===== config.mk =====
export PLATFORM = sky130hd
export DESIGN_NAME = rfdt_regs
export DESIGN_NICKNAME = d
export VERILOG_FILES = /design/src/rtl/rfdt_pkg.sv /design/src/rtl/rfdt_cal.sv /design/src/rtl/rfdt_regs.sv
export VERILOG_INCLUDE_DIRS = /design/src /design/src/rtl
export SDC_FILE = /design/constraint.sdc
export NUM_CORES = 1
export LEC_CHECK = 0
export ABC_CLOCK_PERIOD_IN_PS = 1900
export BUFFER_PORTS_ARGS = -buffer_cell sky130_fd_sc_hd__buf_2
export CORE_ASPECT_RATIO = 1.75
export CORE_MARGIN = 5
export CORE_UTILIZATION = 30
export DETAILED_ROUTE_END_ITERATION = 10
export PLACE_DENSITY = 0.6
export REMOVE_ABC_BUFFERS = 1
export SLEW_MARGIN = 20
export SYNTH_ARGS = -nofsm -noshare
export SYNTH_HDL_FRONTEND = slang
export SYNTH_SLANG_ARGS = --single-unit
export TNS_END_PERCENT = 1

===== constraint.sdc =====
create_clock -name clk_i -period 1.9 [get_ports clk_i]
set_input_delay 0.38 -clock clk_i [delete_from_list [all_inputs] [get_ports clk_i]]
set_output_delay 0.38 -clock clk_i [all_outputs]
set_load 0.005 [all_outputs]

===== src/rtl/rfdt_map.svh =====
// register map, field positions, reset values and timing counts of the
// rf driver timing and threshold register bank
// assumes byte-addressed wishbone access, one register per aligned 32-bit word
`ifndef RFDT_MAP_SVH
`define RFDT_MAP_SVH

// printed register indices; byte address is four times the word index
`define RFDT_OFS_AUX_MOD      10'h028
`define RFDT_OFS_TX_TIMING    10'h029
`define RFDT_OFS_ACT_THR      10'h02a
`define RFDT_OFS_RESISTIVE_MODULATION_ENABLE       10'h02a
`define RFDT_OFS_TIMING_RD    10'h02b
// word index bit that selects register space b
`define RFDT_SPACE_B          10'h100

// driver timing register fields
`define RFDT_TIM_TARGET_MSB   7
`define RFDT_TIM_TARGET_LSB   4
`define RFDT_TIM_MAN_BIT      3
`define RFDT_TIM_CODE_MSB     2
// resistive am register fields
`define RFDT_RAM_FORCE_BIT    7
`define RFDT_RAM_LEVEL_MSB    6
// activation threshold fields
`define RFDT_THR_PEER_MSB     6
`define RFDT_THR_PEER_LSB     4
`define RFDT_THR_CA_MSB       3
// auxiliary modulation field
`define RFDT_AUX_RESISTIVE_MODULATION_ENABLE_BIT   3

// reset values
`define RFDT_RST_TX_TIMING    8'h7c
`define RFDT_RST_ACT_THR      8'h33
`define RFDT_RST_RESISTIVE_MODULATION_ENABLE       8'h00
`define RFDT_RST_AUX_MOD      8'h00
// writable bits
`define RFDT_WMASK_ACT_THR    8'h7f
`define RFDT_WMASK_AUX_MOD    8'h08

// timing codes
`define RFDT_CODE_SLOW        3'h0
`define RFDT_CODE_FAST        3'h4

// calibration budget
`define RFDT_CAL_STEPS        5
`define RFDT_CAL_MAX_PERIODS  10
// clock cycles per rf period; one dwell must cover the driver flop, the
// analog answer and the two-stage synchroniser before the compare
`define RFDT_RF_PERIOD_CYC    2

`endif


===== src/rtl/rfdt_pkg.sv =====
// types shared by the rf driver timing register bank and its calibrator
// assumes the constants of rfdt_map.svh
package rfdt_pkg;

    // calibration sequencer states
    typedef enum logic [1:0] {
        cal_idle,
        cal_measure,
        cal_hold
    } rfdt_cal_state_t;

    // settings towards the analog rf driver
    typedef struct packed {
        logic [2:0] timing_code;
        logic       min_nonoverlap_force;
        logic       resistive_modulation_enable;
        logic [6:0] resistive_mod_level;
    } rfdt_drv_t;

    // settings towards the field detector comparators
    typedef struct packed {
        logic [2:0] peer_level;
        logic [3:0] ca_level;
    } rfdt_fdet_t;

    // calibrator status
    typedef struct packed {
        logic       busy;
        logic       done;
        logic [2:0] step;
        logic [3:0] ratio;
    } rfdt_cal_t;

endpackage


===== src/rtl/rfdt_cal.sv =====
// automatic driver transient calibration sequencer
// assumes ratio_i is already synchronised to clk_i, which runs a fixed
// number of cycles per rf carrier period
`timescale 1ns/1ps
`default_nettype none
`include "rfdt_map.svh"

module rfdt_cal #(
    parameter int STEPS  = `RFDT_CAL_STEPS,
    parameter int BUDGET = `RFDT_CAL_MAX_PERIODS * `RFDT_RF_PERIOD_CYC
) (
    // clock and reset
    input  wire logic              clk_i,
    input  wire logic              rst_i,
    // control
    input  wire logic              tx_en_i,
    input  wire logic [3:0]        target_i,
    input  wire logic [3:0]        ratio_i,
    // status
    output rfdt_pkg::rfdt_cal_t    cal_o
);
    import rfdt_pkg::*;

    localparam int DWELL = BUDGET / STEPS;
    localparam logic [2:0] LAST = 3'(STEPS - 1);
    localparam logic [2:0] DW_END = 3'(DWELL - 1);

    // refuse settings the 3-bit code and counters cannot serve, or a dwell
    // too short to see the synchronised ratio of the current step
    if (STEPS < 2 || STEPS > 5 || DWELL < 4 || DWELL > 8 || BUDGET > 31) begin : g_bad
        $error("rfdt_cal: unsupported STEPS or BUDGET");
    end

    rfdt_cal_state_t state;
    logic            tx_en_q;
    logic [2:0]      step;
    logic [2:0]      cnt;
    logic [3:0]      ratio_q;
    logic            start;
    logic            dwell_end;

    assign start     = tx_en_i & ~tx_en_q;
    assign dwell_end = (state == cal_measure) && (cnt == DW_END);

    // transmitter enable edge history
    always_ff @(posedge clk_i) begin
        if (rst_i) tx_en_q <= 1'b0;
        else       tx_en_q <= tx_en_i;
    end

    // step sequencer
    always_ff @(posedge clk_i) begin
        if (rst_i) begin
            state   <= cal_idle;
            step    <= `RFDT_CODE_SLOW;
            cnt     <= 3'h0;
            ratio_q <= 4'h0;
        end else if (start) begin
            state <= cal_measure;
            step  <= `RFDT_CODE_SLOW;
            cnt   <= 3'h0;
        end else begin
            case (state)
                cal_measure: begin
                    if (cnt == DW_END) begin
                        ratio_q <= ratio_i;
                        if (ratio_i >= target_i || step == LAST) begin
                            state <= cal_hold;
                        end else begin
                            step <= step + 3'h1;
                            cnt  <= 3'h0;
                        end
                    end else begin
                        cnt <= cnt + 3'h1;
                    end
                end
                cal_idle: state <= cal_idle;
                cal_hold: state <= cal_hold;
                default:  state <= cal_idle;
            endcase
        end
    end

    // status out
    assign cal_o.busy  = (state == cal_measure);
    assign cal_o.done  = (state == cal_hold);
    assign cal_o.step  = step;
    assign cal_o.ratio = ratio_q;

    // cycles spent measuring since the last start
    logic [4:0] busy_cnt;
    always_ff @(posedge clk_i) begin
        if (rst_i || start) busy_cnt <= 5'h0;
        else if (state == cal_measure) busy_cnt <= busy_cnt + 5'h1;
    end
endmodule
`default_nettype wire


===== src/rtl/rfdt_regs.sv =====
// rf driver timing, field detector threshold and resistive am register bank
// assumes a classic wishbone master on clk_i, the rf carrier clock, and
// analog measurement pins that are asynchronous to it
`timescale 1ns/1ps
`default_nettype none
`include "rfdt_map.svh"

module rfdt_regs (
    // clock and reset
    input  wire logic              clk_i,
    input  wire logic              rst_i,
    // wishbone slave
    input  wire logic              wb_cyc_i,
    input  wire logic              wb_stb_i,
    input  wire logic              wb_we_i,
    input  wire logic [11:0]       wb_adr_i,
    input  wire logic [3:0]        wb_sel_i,
    input  wire logic [31:0]       wb_dat_i,
    output logic [31:0]            wb_dat_o,
    output logic                   wb_ack_o,
    // transmitter control from the transceiver core
    input  wire logic              tx_en_i,
    // analog measurement of non-overlap times per rf period
    input  wire logic [3:0]        meas_ratio_i,
    // analog rf driver and field detector settings
    output rfdt_pkg::rfdt_drv_t    drv_o,
    output rfdt_pkg::rfdt_fdet_t   fdet_o,
    output logic                   cal_busy_o
);
    import rfdt_pkg::*;

    localparam logic [9:0] IDX_TIMING = `RFDT_SPACE_B | `RFDT_OFS_TX_TIMING;
    localparam logic [9:0] IDX_RESISTIVE_MODULATION_ENABLE = `RFDT_SPACE_B | `RFDT_OFS_RESISTIVE_MODULATION_ENABLE;
    localparam logic [9:0] IDX_AUX    = `RFDT_SPACE_B | `RFDT_OFS_AUX_MOD;
    localparam logic [9:0] IDX_RDOUT  = `RFDT_SPACE_B | `RFDT_OFS_TIMING_RD;
    localparam logic [9:0] IDX_THR    = `RFDT_OFS_ACT_THR;

    // register storage
    logic [7:0]  tx_driver_timing_ctrl;
    logic [7:0]  field_detect_activation_level;
    logic [7:0]  resistive_am_level;
    logic [7:0]  aux_mod_ctrl;

    // bus decode
    logic [9:0]  idx;
    logic        req;
    logic        wr;
    logic [7:0]  rd_byte;
    logic [7:0]  wr_byte;

    // measurement synchroniser
    logic [3:0]  ratio_meta;
    logic [3:0]  ratio_sync;

    // calibrator link
    rfdt_cal_t   cal;
    logic [2:0]  next_code;

    assign idx     = wb_adr_i[11:2];
    assign req     = wb_cyc_i & wb_stb_i & ~wb_ack_o;
    assign wr      = req & wb_we_i & wb_sel_i[0];
    assign wr_byte = wb_dat_i[7:0];

    // two-stage synchroniser for the asynchronous measurement pins
    always_ff @(posedge clk_i) begin
        if (rst_i) begin
            ratio_meta <= 4'h0;
            ratio_sync <= 4'h0;
        end else begin
            ratio_meta <= meas_ratio_i;
            ratio_sync <= ratio_meta;
        end
    end

    // automatic transient calibration
    rfdt_cal #(
        .STEPS  (`RFDT_CAL_STEPS),
        .BUDGET (`RFDT_CAL_MAX_PERIODS * `RFDT_RF_PERIOD_CYC)
    ) u_cal (
        .clk_i    (clk_i),
        .rst_i    (rst_i),
        .tx_en_i  (tx_en_i),
        .target_i (tx_driver_timing_ctrl[`RFDT_TIM_TARGET_MSB:`RFDT_TIM_TARGET_LSB]),
        .ratio_i  (ratio_sync),
        .cal_o    (cal)
    );

    // acknowledge one cycle after the request, drop it the cycle after
    always_ff @(posedge clk_i) begin
        if (rst_i) wb_ack_o <= 1'b0;
        else       wb_ack_o <= req;
    end

    // read multiplexer; unmapped words read zero
    always_comb begin
        rd_byte = 8'h00;
        case (idx)
            IDX_TIMING: rd_byte = tx_driver_timing_ctrl;
            IDX_THR:    rd_byte = field_detect_activation_level;
            IDX_RESISTIVE_MODULATION_ENABLE: rd_byte = resistive_am_level;
            IDX_AUX:    rd_byte = aux_mod_ctrl;
            IDX_RDOUT:  rd_byte = {cal.ratio, 4'h0};
            default:    rd_byte = 8'h00;
        endcase
    end

    // read data captured with the acknowledge
    always_ff @(posedge clk_i) begin
        if (rst_i) begin
            wb_dat_o <= 32'h0000_0000;
        end else if (req && !wb_we_i) begin
            wb_dat_o <= {24'h00_0000, rd_byte};
        end
    end

    // driver timing register
    always_ff @(posedge clk_i) begin
        if (rst_i) begin
            tx_driver_timing_ctrl <= `RFDT_RST_TX_TIMING;
        end else if (wr && idx == IDX_TIMING) begin
            tx_driver_timing_ctrl <= wr_byte;
        end
    end

    // field detector activation threshold, bit 7 stays zero
    always_ff @(posedge clk_i) begin
        if (rst_i) begin
            field_detect_activation_level <= `RFDT_RST_ACT_THR;
        end else if (wr && idx == IDX_THR) begin
            field_detect_activation_level <= wr_byte & `RFDT_WMASK_ACT_THR;
        end
    end

    // resistive am level and minimum non-overlap force
    always_ff @(posedge clk_i) begin
        if (rst_i) begin
            resistive_am_level <= `RFDT_RST_RESISTIVE_MODULATION_ENABLE;
        end else if (wr && idx == IDX_RESISTIVE_MODULATION_ENABLE) begin
            resistive_am_level <= wr_byte;
        end
    end

    // auxiliary modulation: only the resistive am enable is held here
    always_ff @(posedge clk_i) begin
        if (rst_i) begin
            aux_mod_ctrl <= `RFDT_RST_AUX_MOD;
        end else if (wr && idx == IDX_AUX) begin
            aux_mod_ctrl <= wr_byte & `RFDT_WMASK_AUX_MOD;
        end
    end

    // timing code choice: manual field or calibrated step
    always_comb begin
        if (tx_driver_timing_ctrl[`RFDT_TIM_MAN_BIT]) begin
            if (tx_driver_timing_ctrl[`RFDT_TIM_CODE_MSB]) begin
                next_code = `RFDT_CODE_FAST;
            end else begin
                next_code = tx_driver_timing_ctrl[`RFDT_TIM_CODE_MSB:0];
            end
        end else begin
            next_code = cal.step;
        end
    end

    // registered settings towards the analog driver
    always_ff @(posedge clk_i) begin
        if (rst_i) begin
            drv_o <= '0;
        end else begin
            drv_o.timing_code                 <= next_code;
            drv_o.min_nonoverlap_force        <= resistive_am_level[`RFDT_RAM_FORCE_BIT];
            drv_o.resistive_modulation_enable <= aux_mod_ctrl[`RFDT_AUX_RESISTIVE_MODULATION_ENABLE_BIT];
            // modulated resistance only offered while resistive am is on
            if (aux_mod_ctrl[`RFDT_AUX_RESISTIVE_MODULATION_ENABLE_BIT]) begin
                drv_o.resistive_mod_level <= resistive_am_level[`RFDT_RAM_LEVEL_MSB:0];
            end else begin
                drv_o.resistive_mod_level <= 7'h00;
            end
        end
    end

    // registered settings towards the field detector
    always_ff @(posedge clk_i) begin
        if (rst_i) begin
            fdet_o <= '0;
        end else begin
            fdet_o.peer_level <= field_detect_activation_level[`RFDT_THR_PEER_MSB:`RFDT_THR_PEER_LSB];
            fdet_o.ca_level   <= field_detect_activation_level[`RFDT_THR_CA_MSB:0];
        end
    end

    assign cal_busy_o = cal.busy;
endmodule
`default_nettype wire


==> results of run 1 <==
-- registers in the layout, summed over array words and instances, names as in the netlist --
signal	count
wb_ack_o	1
u_cal.step	3
u_cal.tx_en_q	1
drv_o	12
aux_mod_ctrl	1
u_cal.ratio_q	4
ratio_meta	4
resistive_am_level	8
u_cal.cnt	3
tx_driver_timing_ctrl	8
u_cal.state	2
ratio_sync	4
field_detect_activation_level	7
wb_dat_o	8
fdet_o	7
-- per-stage QoR --
stage          hold slack (ns)  instances  util, %  setup slack, ns  area (um2)
6_report                 0.255        535     36.9            0.190        3930
2_1_floorplan            0.414        318        -            0.274        3050
3_3_place_gp             0.419        519     33.8            0.110        3600
4_1_cts                  0.242        535     36.9            0.106        3920
5_1_grt                  0.260        535     36.9           0.0103        3930
3_5_place_dp             0.437        519     33.8           0.0944        3600
-- per-layer routing --
metal / wire length, um / global-route usage (%) / vias up
met1: 2510 / 11.8 / 1096
li1: - / - / 1222
met3: 496 / 3.37 / 11
met2: 3770 / 20.9 / 66
met4: 165 / 5.98 / 0
met5: 0 / 0 / -
-- layout by cell type (no fill, tap or decap), drive strengths merged, types with 2 or more instances in the layout --
master / n
inv: 10
nor2: 26
and2b: 2
nor2b: 24
nand4: 2
nand3: 3
conb: 24
nor3: 5
bufinv: 2
nand2: 19
nor4: 2
or3b: 2
o21ai: 7
nand2b: 26
a21oi: 10
o2bb2ai: 5
and2: 7
mux2: 4
mux2i: 29
nor4bb: 2
a22o: 6
dfxtp: 73
clkbuf: 12
and4bb: 2
nand3b: 2
a22oi: 8
o22ai: 2
buf: 71
ha: 8
-- timing repair --
action / 4_1_cts / 5_1_grt
gates resized for setup: 0 / 1
hold endpoints to repair: 0 / 0
endpoints found under the setup margin: 0 / 4
-- power groups by stage --
stage	Combinational [W]	Clock, W	Sequential, W
2_1_floorplan	0.0000953	0	0.00159
3_3_place_gp	0.000196	0	0.00159
3_5_place_dp	0.000200	0	0.00159
4_1_cts	0.000201	0.00186	0.00156
5_1_grt	0.000228	0.00193	0.00156
6_report	0.000200	0.00181	0.00156
-- critical path: cells and delay by family, from the launching register on --
family | cells | cell delay [ns]
buf+inv | 1 | 0.05
mux | 1 | 0.22
flops | 1 | 0.35
compound gates | 3 | 0.71
fa+ha+maj | 1 | 0.30
-- layout make-up --
class	count	area share (%)
multi-input combinational	235	39.6
inverter	10	0.955
clock buffer	12	6.27
tap	130	4.14
sequential	73	37.2
timing repair buffer	71	9.94
clock inverter	4	1.94
-- cell usage after synthesis, types with 4 or more instances --
cell type / number / area share, %
nand2_1: 19 / 2.2
nor2_1: 25 / 2.9
and2_1: 7 / 1.4
a22o_1: 6 / 1.6
mux2_2: 4 / 1.4
a22oi_1: 8 / 1.9
nor3_1: 5 / 0.78
inv_1: 10 / 1.2
a21oi_1: 10 / 1.6
nor2b_1: 24 / 4.7
ha_1: 8 / 3.1
o21ai_0: 7 / 1.1
mux2i_1: 29 / 9.0
buf_4: 25 / 5.8
dfxtp_1: 73 / 45
nand2b_1: 26 / 5.1
o2bb2ai_1: 5 / 1.4
clkbuf_1: 10 / 1.2
-- kinds of logic (layout without fill, tap and decap cells) --
| family | Yosys count | after routing |
|---|---|---|
| AOI/OAI and AO/OA | 42 | 42 |
| buffers and inverters | 49 | 97 |
| adders and majority gates | 8 | 8 |
| DFF | 73 | 73 |
| other | 1 | 24 |
| muxes | 33 | 33 |
| and+or+nand+nor | 128 | 128 |
-- worst max-delay path by stage --
stage	to	slack [ns]
finish	u_cal.state[1]	0.19
detailed placement	wb_dat_o[5]	0.09
global placement	wb_dat_o[3]	0.11
floorplan	resistive_am_level[0]	0.27
CTS	u_cal.state[1]	0.11
global route	u_cal.step[1]	0.01
==> results.json, run 1 <==
{
  "status": "completed",
  "ys_ff_latch": 73,
  "grt_overflow": 0,
  "seq_power_share_pct": 43.6,
  "holdPathStages": 2,
  "numCtsBuffers": 9,
  "startpoint": "tx_driver_timing_ctrl[6]",
  "power_density_nw_per_um2": 909,
  "syn_area_per_cell_um2": 9.63,
  "clk_latency_ns": 0.33,
  "cap_violations": 0,
  "synth-edff-count": 0,
  "h-tree-depth": 3,
  "tns_ns": 0,
  "min_from": "meas_ratio_i[0]",
  "start_kind": "flop",
  "synth_adder_area_share_pct": 3.11,
  "synth_top_family_by_area": "simple AND/OR/NAND/NOR gates",
  "viasPerCell": 4.48,
  "period_needed_ns": 1.71,
  "grt_pass1_wl_mm": 11.6,
  "synthMuxAreaShare_pct": 10.4,
  "p_sw_w": 0.000747,
  "wl_per_cell_um": 13.0,
  "grt_pass1_vias": 2472,
  "cts-root-buf": "clkbuf_16",
  "drive_above_1_share_pct": 23.7,
  "first_iter_violations": 94,
  "die_area_um2": 13000,
  "num_vias": 2395,
  "row_count": 50,
  "finalHoldViolCount": 0,
  "dieWidth_um": 88.3,
  "power.leakage_nw": 1.73,
  "ys_seq_area_share_pct": 45.4,
  "clkTransAtPathRegs_ns": 0.06,
  "swShare_pct": 20.9,
  "n_antenna_cell": 0,
  "start_util_pct": 30.3,
  "clockPowerShare_pct": 50.8,
  "synthSimpleGateAreaFrac_pct": 22.9,
  "finalPower_w": 0.00357,
  "drc_errors": 0,
  "portBuffers": 57,
  "cts_hold_buf": 0,
  "synth_xor_area_share_pct": 0,
  "cts_tree": "built",
  "ys_warn_count": 0,
  "hold_path.class": "in -> reg",
  "min_to": "ratio_meta[0]",
  "firstDrtPassIters": 4,
  "dpl.hpwl_mm": 5.49,
  "post-route-period-util_pct": 90.0,
  "crit_type": "reg -> reg",
  "grt_max_degree": 24,
  "cts.path.max_buffers": 2,
  "critPathArrivalTime_ns": 1.97,
  "irDropWorstVdd_v": 0.000459,
  "area_growth_pct": 22.1,
  "worstPathRequired_ns": 2.16,
  "crit_path_end_kind": "flop",
  "wirelength_mm": 6.95,
  "cpPeakStageDelay_ns": 0.38,
  "crit_chain": "inv_1, ha_1, a21oi_1, o21ai_0, a31oi_2, mux2i_1",
  "place.gp.congestion": 0.760,
  "dieHeight_um": 147,
  "slowest_stage": "a31oi_2",
  "n_fill_cell": 1117,
  "cts.sinks": 73,
  "p_int_w": 0.00282,
  "synth-async-reset-ratio_pct": 0,
  "ff_latch_area_um2": 1460,
  "netlist_area_um2": 3220,
  "synth_compound_area_share_pct": 8.90,
  "postSynthCellCount": 334,
  "critPathMaxFanout": 5,
  "grt_util_all_layers_pct": 11.7,
  "core_area_um2": 10600,
  "rr_worst_depth": 6,
  "p_comb_share_pct": 5.6,
  "synth-main-ff-cell": "dfxtp_1",
  "antenna_found_initial": 0,
  "fmax_mhz": 585,
  "cts_setup_buffers": 0,
  "setup_viol": 0,
  "nets": 466,
  "r2r_start": "tx_driver_timing_ctrl[6]",
  "slew-limit-headroom_pct": 52.1,
  "ant_nets": 0,
  "worst_r2r_endpoint": "u_cal.state[1]",
  "worst_clock_skew_ns": 0.00583,
  "drv_slew": 0,
  "rsz0062_at_grt": "false",
  "worstMarginPinSlew_ns": 0.712,
  "synth_cell_type_count": 41,
  "reg2reg_slack_ns": 0.19,
  "io_pins": 111,
  "multi_input_area_um2": 1550
}
(Power assumes the default switching activity.)
==> run 2: changes to the inputs <==
--- a/config.mk
+++ b/config.mk
@@ -11,8 +11,9 @@
 export CORE_ASPECT_RATIO = 1.75
 export CORE_MARGIN = 5
 export CORE_UTILIZATION = 30
+export CTS_CLUSTER_DIAMETER = 200
 export DETAILED_ROUTE_END_ITERATION = 10
-export PLACE_DENSITY = 0.6
+export PLACE_DENSITY = 0.62
 export REMOVE_ABC_BUFFERS = 1
 export SLEW_MARGIN = 20
 export SYNTH_ARGS = -nofsm -noshare
==> run 2 against run 1 <==
Effect of this change: routed wire length is 0.91% lower; clock-buffer cell count is 2 lower; first-iteration DRC count is 24% lower; register-to-register slack hardly changed; combinational power hardly changed; largest power group unchanged; highest routed layer is now met5.
==> results.json, run 2 (synthesis gave the netlist of run 1 again) <==
{
  "h-tree-depth": 3,
  "cpPeakStageDelay_ns": 0.67,
  "dieWidth_um": 88.3,
  "n_fill_cell": 1116,
  "tns_ns": 0,
  "grt_util_all_layers_pct": 11.1,
  "final_common_cell": "dfxtp_1",
  "crit_type": "reg -> reg",
  "grt_pass1_wl_mm": 11.1,
  "crit_path_end_kind": "flop",
  "first_iter_violations": 71,
  "multi_input_area_um2": 1550,
  "core_area_um2": 10600,
  "slew-limit-headroom_pct": 48.6,
  "portBuffers": 57,
  "area_growth_pct": 20.4,
  "firstDrtPassIters": 4,
  "min_from": "meas_ratio_i[0]",
  "stdcell_count": 534,
  "worst_clock_skew_ns": 0.00398,
  "setup_viol": 0,
  "cts.path.max_buffers": 2,
  "startpoint": "wb_ack_o",
  "clk_latency_ns": 0.33,
  "power_density_nw_per_um2": 861,
  "irDropWorstVdd_v": 0.000506,
  "grt_max_degree": 35,
  "antenna_found_initial": 1,
  "regMostFlops": "drv_o",
  "cts_hold_buf": 0,
  "power.leakage_nw": 1.70,
  "grt_pass1_vias": 2345,
  "start_util_pct": 30.3,
  "cts_resized": 0,
  "drive_above_1_share_pct": 23.8,
  "rsz0062_at_grt": "false",
  "nets": 465,
  "cp_num_buf_inv": 0,
  "viasPerCell": 4.46,
  "place.gp.congestion": 0.756,
  "die_area_um2": 13000,
  "critPathArrivalTime_ns": 1.98,
  "finalHoldViolCount": 0,
  "period_needed_ns": 1.71,
  "fmax_mhz": 585,
  "largest_reg_flops": 12,
  "critPathMaxFanout": 5,
  "post-route-period-util_pct": 90.0,
  "row_count": 50,
  "hold_path.class": "in -> reg",
  "ff_latch_area_um2": 1460,
  "cap_violations": 0,
  "dp.cells": 518,
  "cts.sinks": 73,
  "fin_hold_ws_ns": 0.256,
  "start_kind": "flop",
  "dpl.hpwl_mm": 5.42,
  "crit_chain": "and3b_1, nand2b_1, nor4_1, a22o_1",
  "wirelength_mm": 6.89,
  "cts-root-buf": "clkbuf_16",
  "grt_overflow": 0,
  "cts_tree": "built",
  "num_vias": 2380,
  "ant_nets": 0,
  "numCtsBuffers": 9,
  "clkTransAtPathRegs_ns": 0.06,
  "layout_common_cells": "dfxtp_1, buf_2, mux2i_1, nand2b_1, nor2_1",
  "slowest_stage": "nor4_1",
  "worstPathRequired_ns": 2.18,
  "wl_per_cell_um": 12.9,
  "worstMarginPinSlew_ns": 0.763,
  "status": "completed",
  "n_antenna_cell": 0,
  "r2r_start": "wb_ack_o",
  "drv_slew": 0,
  "drc_errors": 0,
  "crit_family": "simple AND/OR/NAND/NOR gates",
  "io_pins": 111,
  "cts_setup_buffers": 0,
  "dieHeight_um": 147
}
==> run 2: power by group <==
part / internal [W] / switching, W / total, W / leakage (nW)
clock: 0.000920 / 0.000656 / 0.00158 / 0.135
combinational: 0.0000867 / 0.000114 / 0.000201 / 0.974
sequential: 0.00155 / 0.00000689 / 0.00156 / 0.593
total: 0.00256 / 0.000777 / 0.00334 / 1.70
==> run 2: path summary, 6_finish.rpt <==
kind,to,slack [ns],depth (start not counted)
worst max register to register,wb_dat_o[6],0.19,4
worst min-delay path,ratio_meta[0],0.26,2
worst min register to register,ratio_sync[1],0.44,1
worst max-delay path,wb_dat_o[6],0.19,4
==> run 2: cell type report <==
cell class | instances | share of cell area, %
clock buffer | 10 | 6.17
clock inverter | 6 | 1.10
inverter | 10 | 0.969
multi-input combinational | 235 | 40.0
sequential | 73 | 37.7
tap | 130 | 4.20
timing repair buffer | 70 | 9.88
==> run 2: metrics by stage <==
stage | worst slack [ns] | utilization, % | total power (W) | instance area, um2
after floorplan | 0.274 | - | 0.00169 | 3050
after global placement | 0.105 | 33.8 | 0.00179 | 3590
after detailed placement | 0.0703 | 33.8 | 0.00179 | 3590
after CTS | 0.158 | 36.4 | 0.00338 | 3870
after global routing | 0.0150 | 36.4 | 0.00347 | 3870
final | 0.190 | 36.4 | 0.00334 | 3870
==> run 2: routing by layer <==
layer | share of wire, % | vias up | global-route usage, %
li1 | - | 1217 | -
met1 | 37 | 1084 | 11.0
met2 | 53 | 63 | 20.1
met3 | 6.8 | 14 | 3.25
met4 | 2.7 | 2 | 5.82
met5 | 0.10 | - | 0
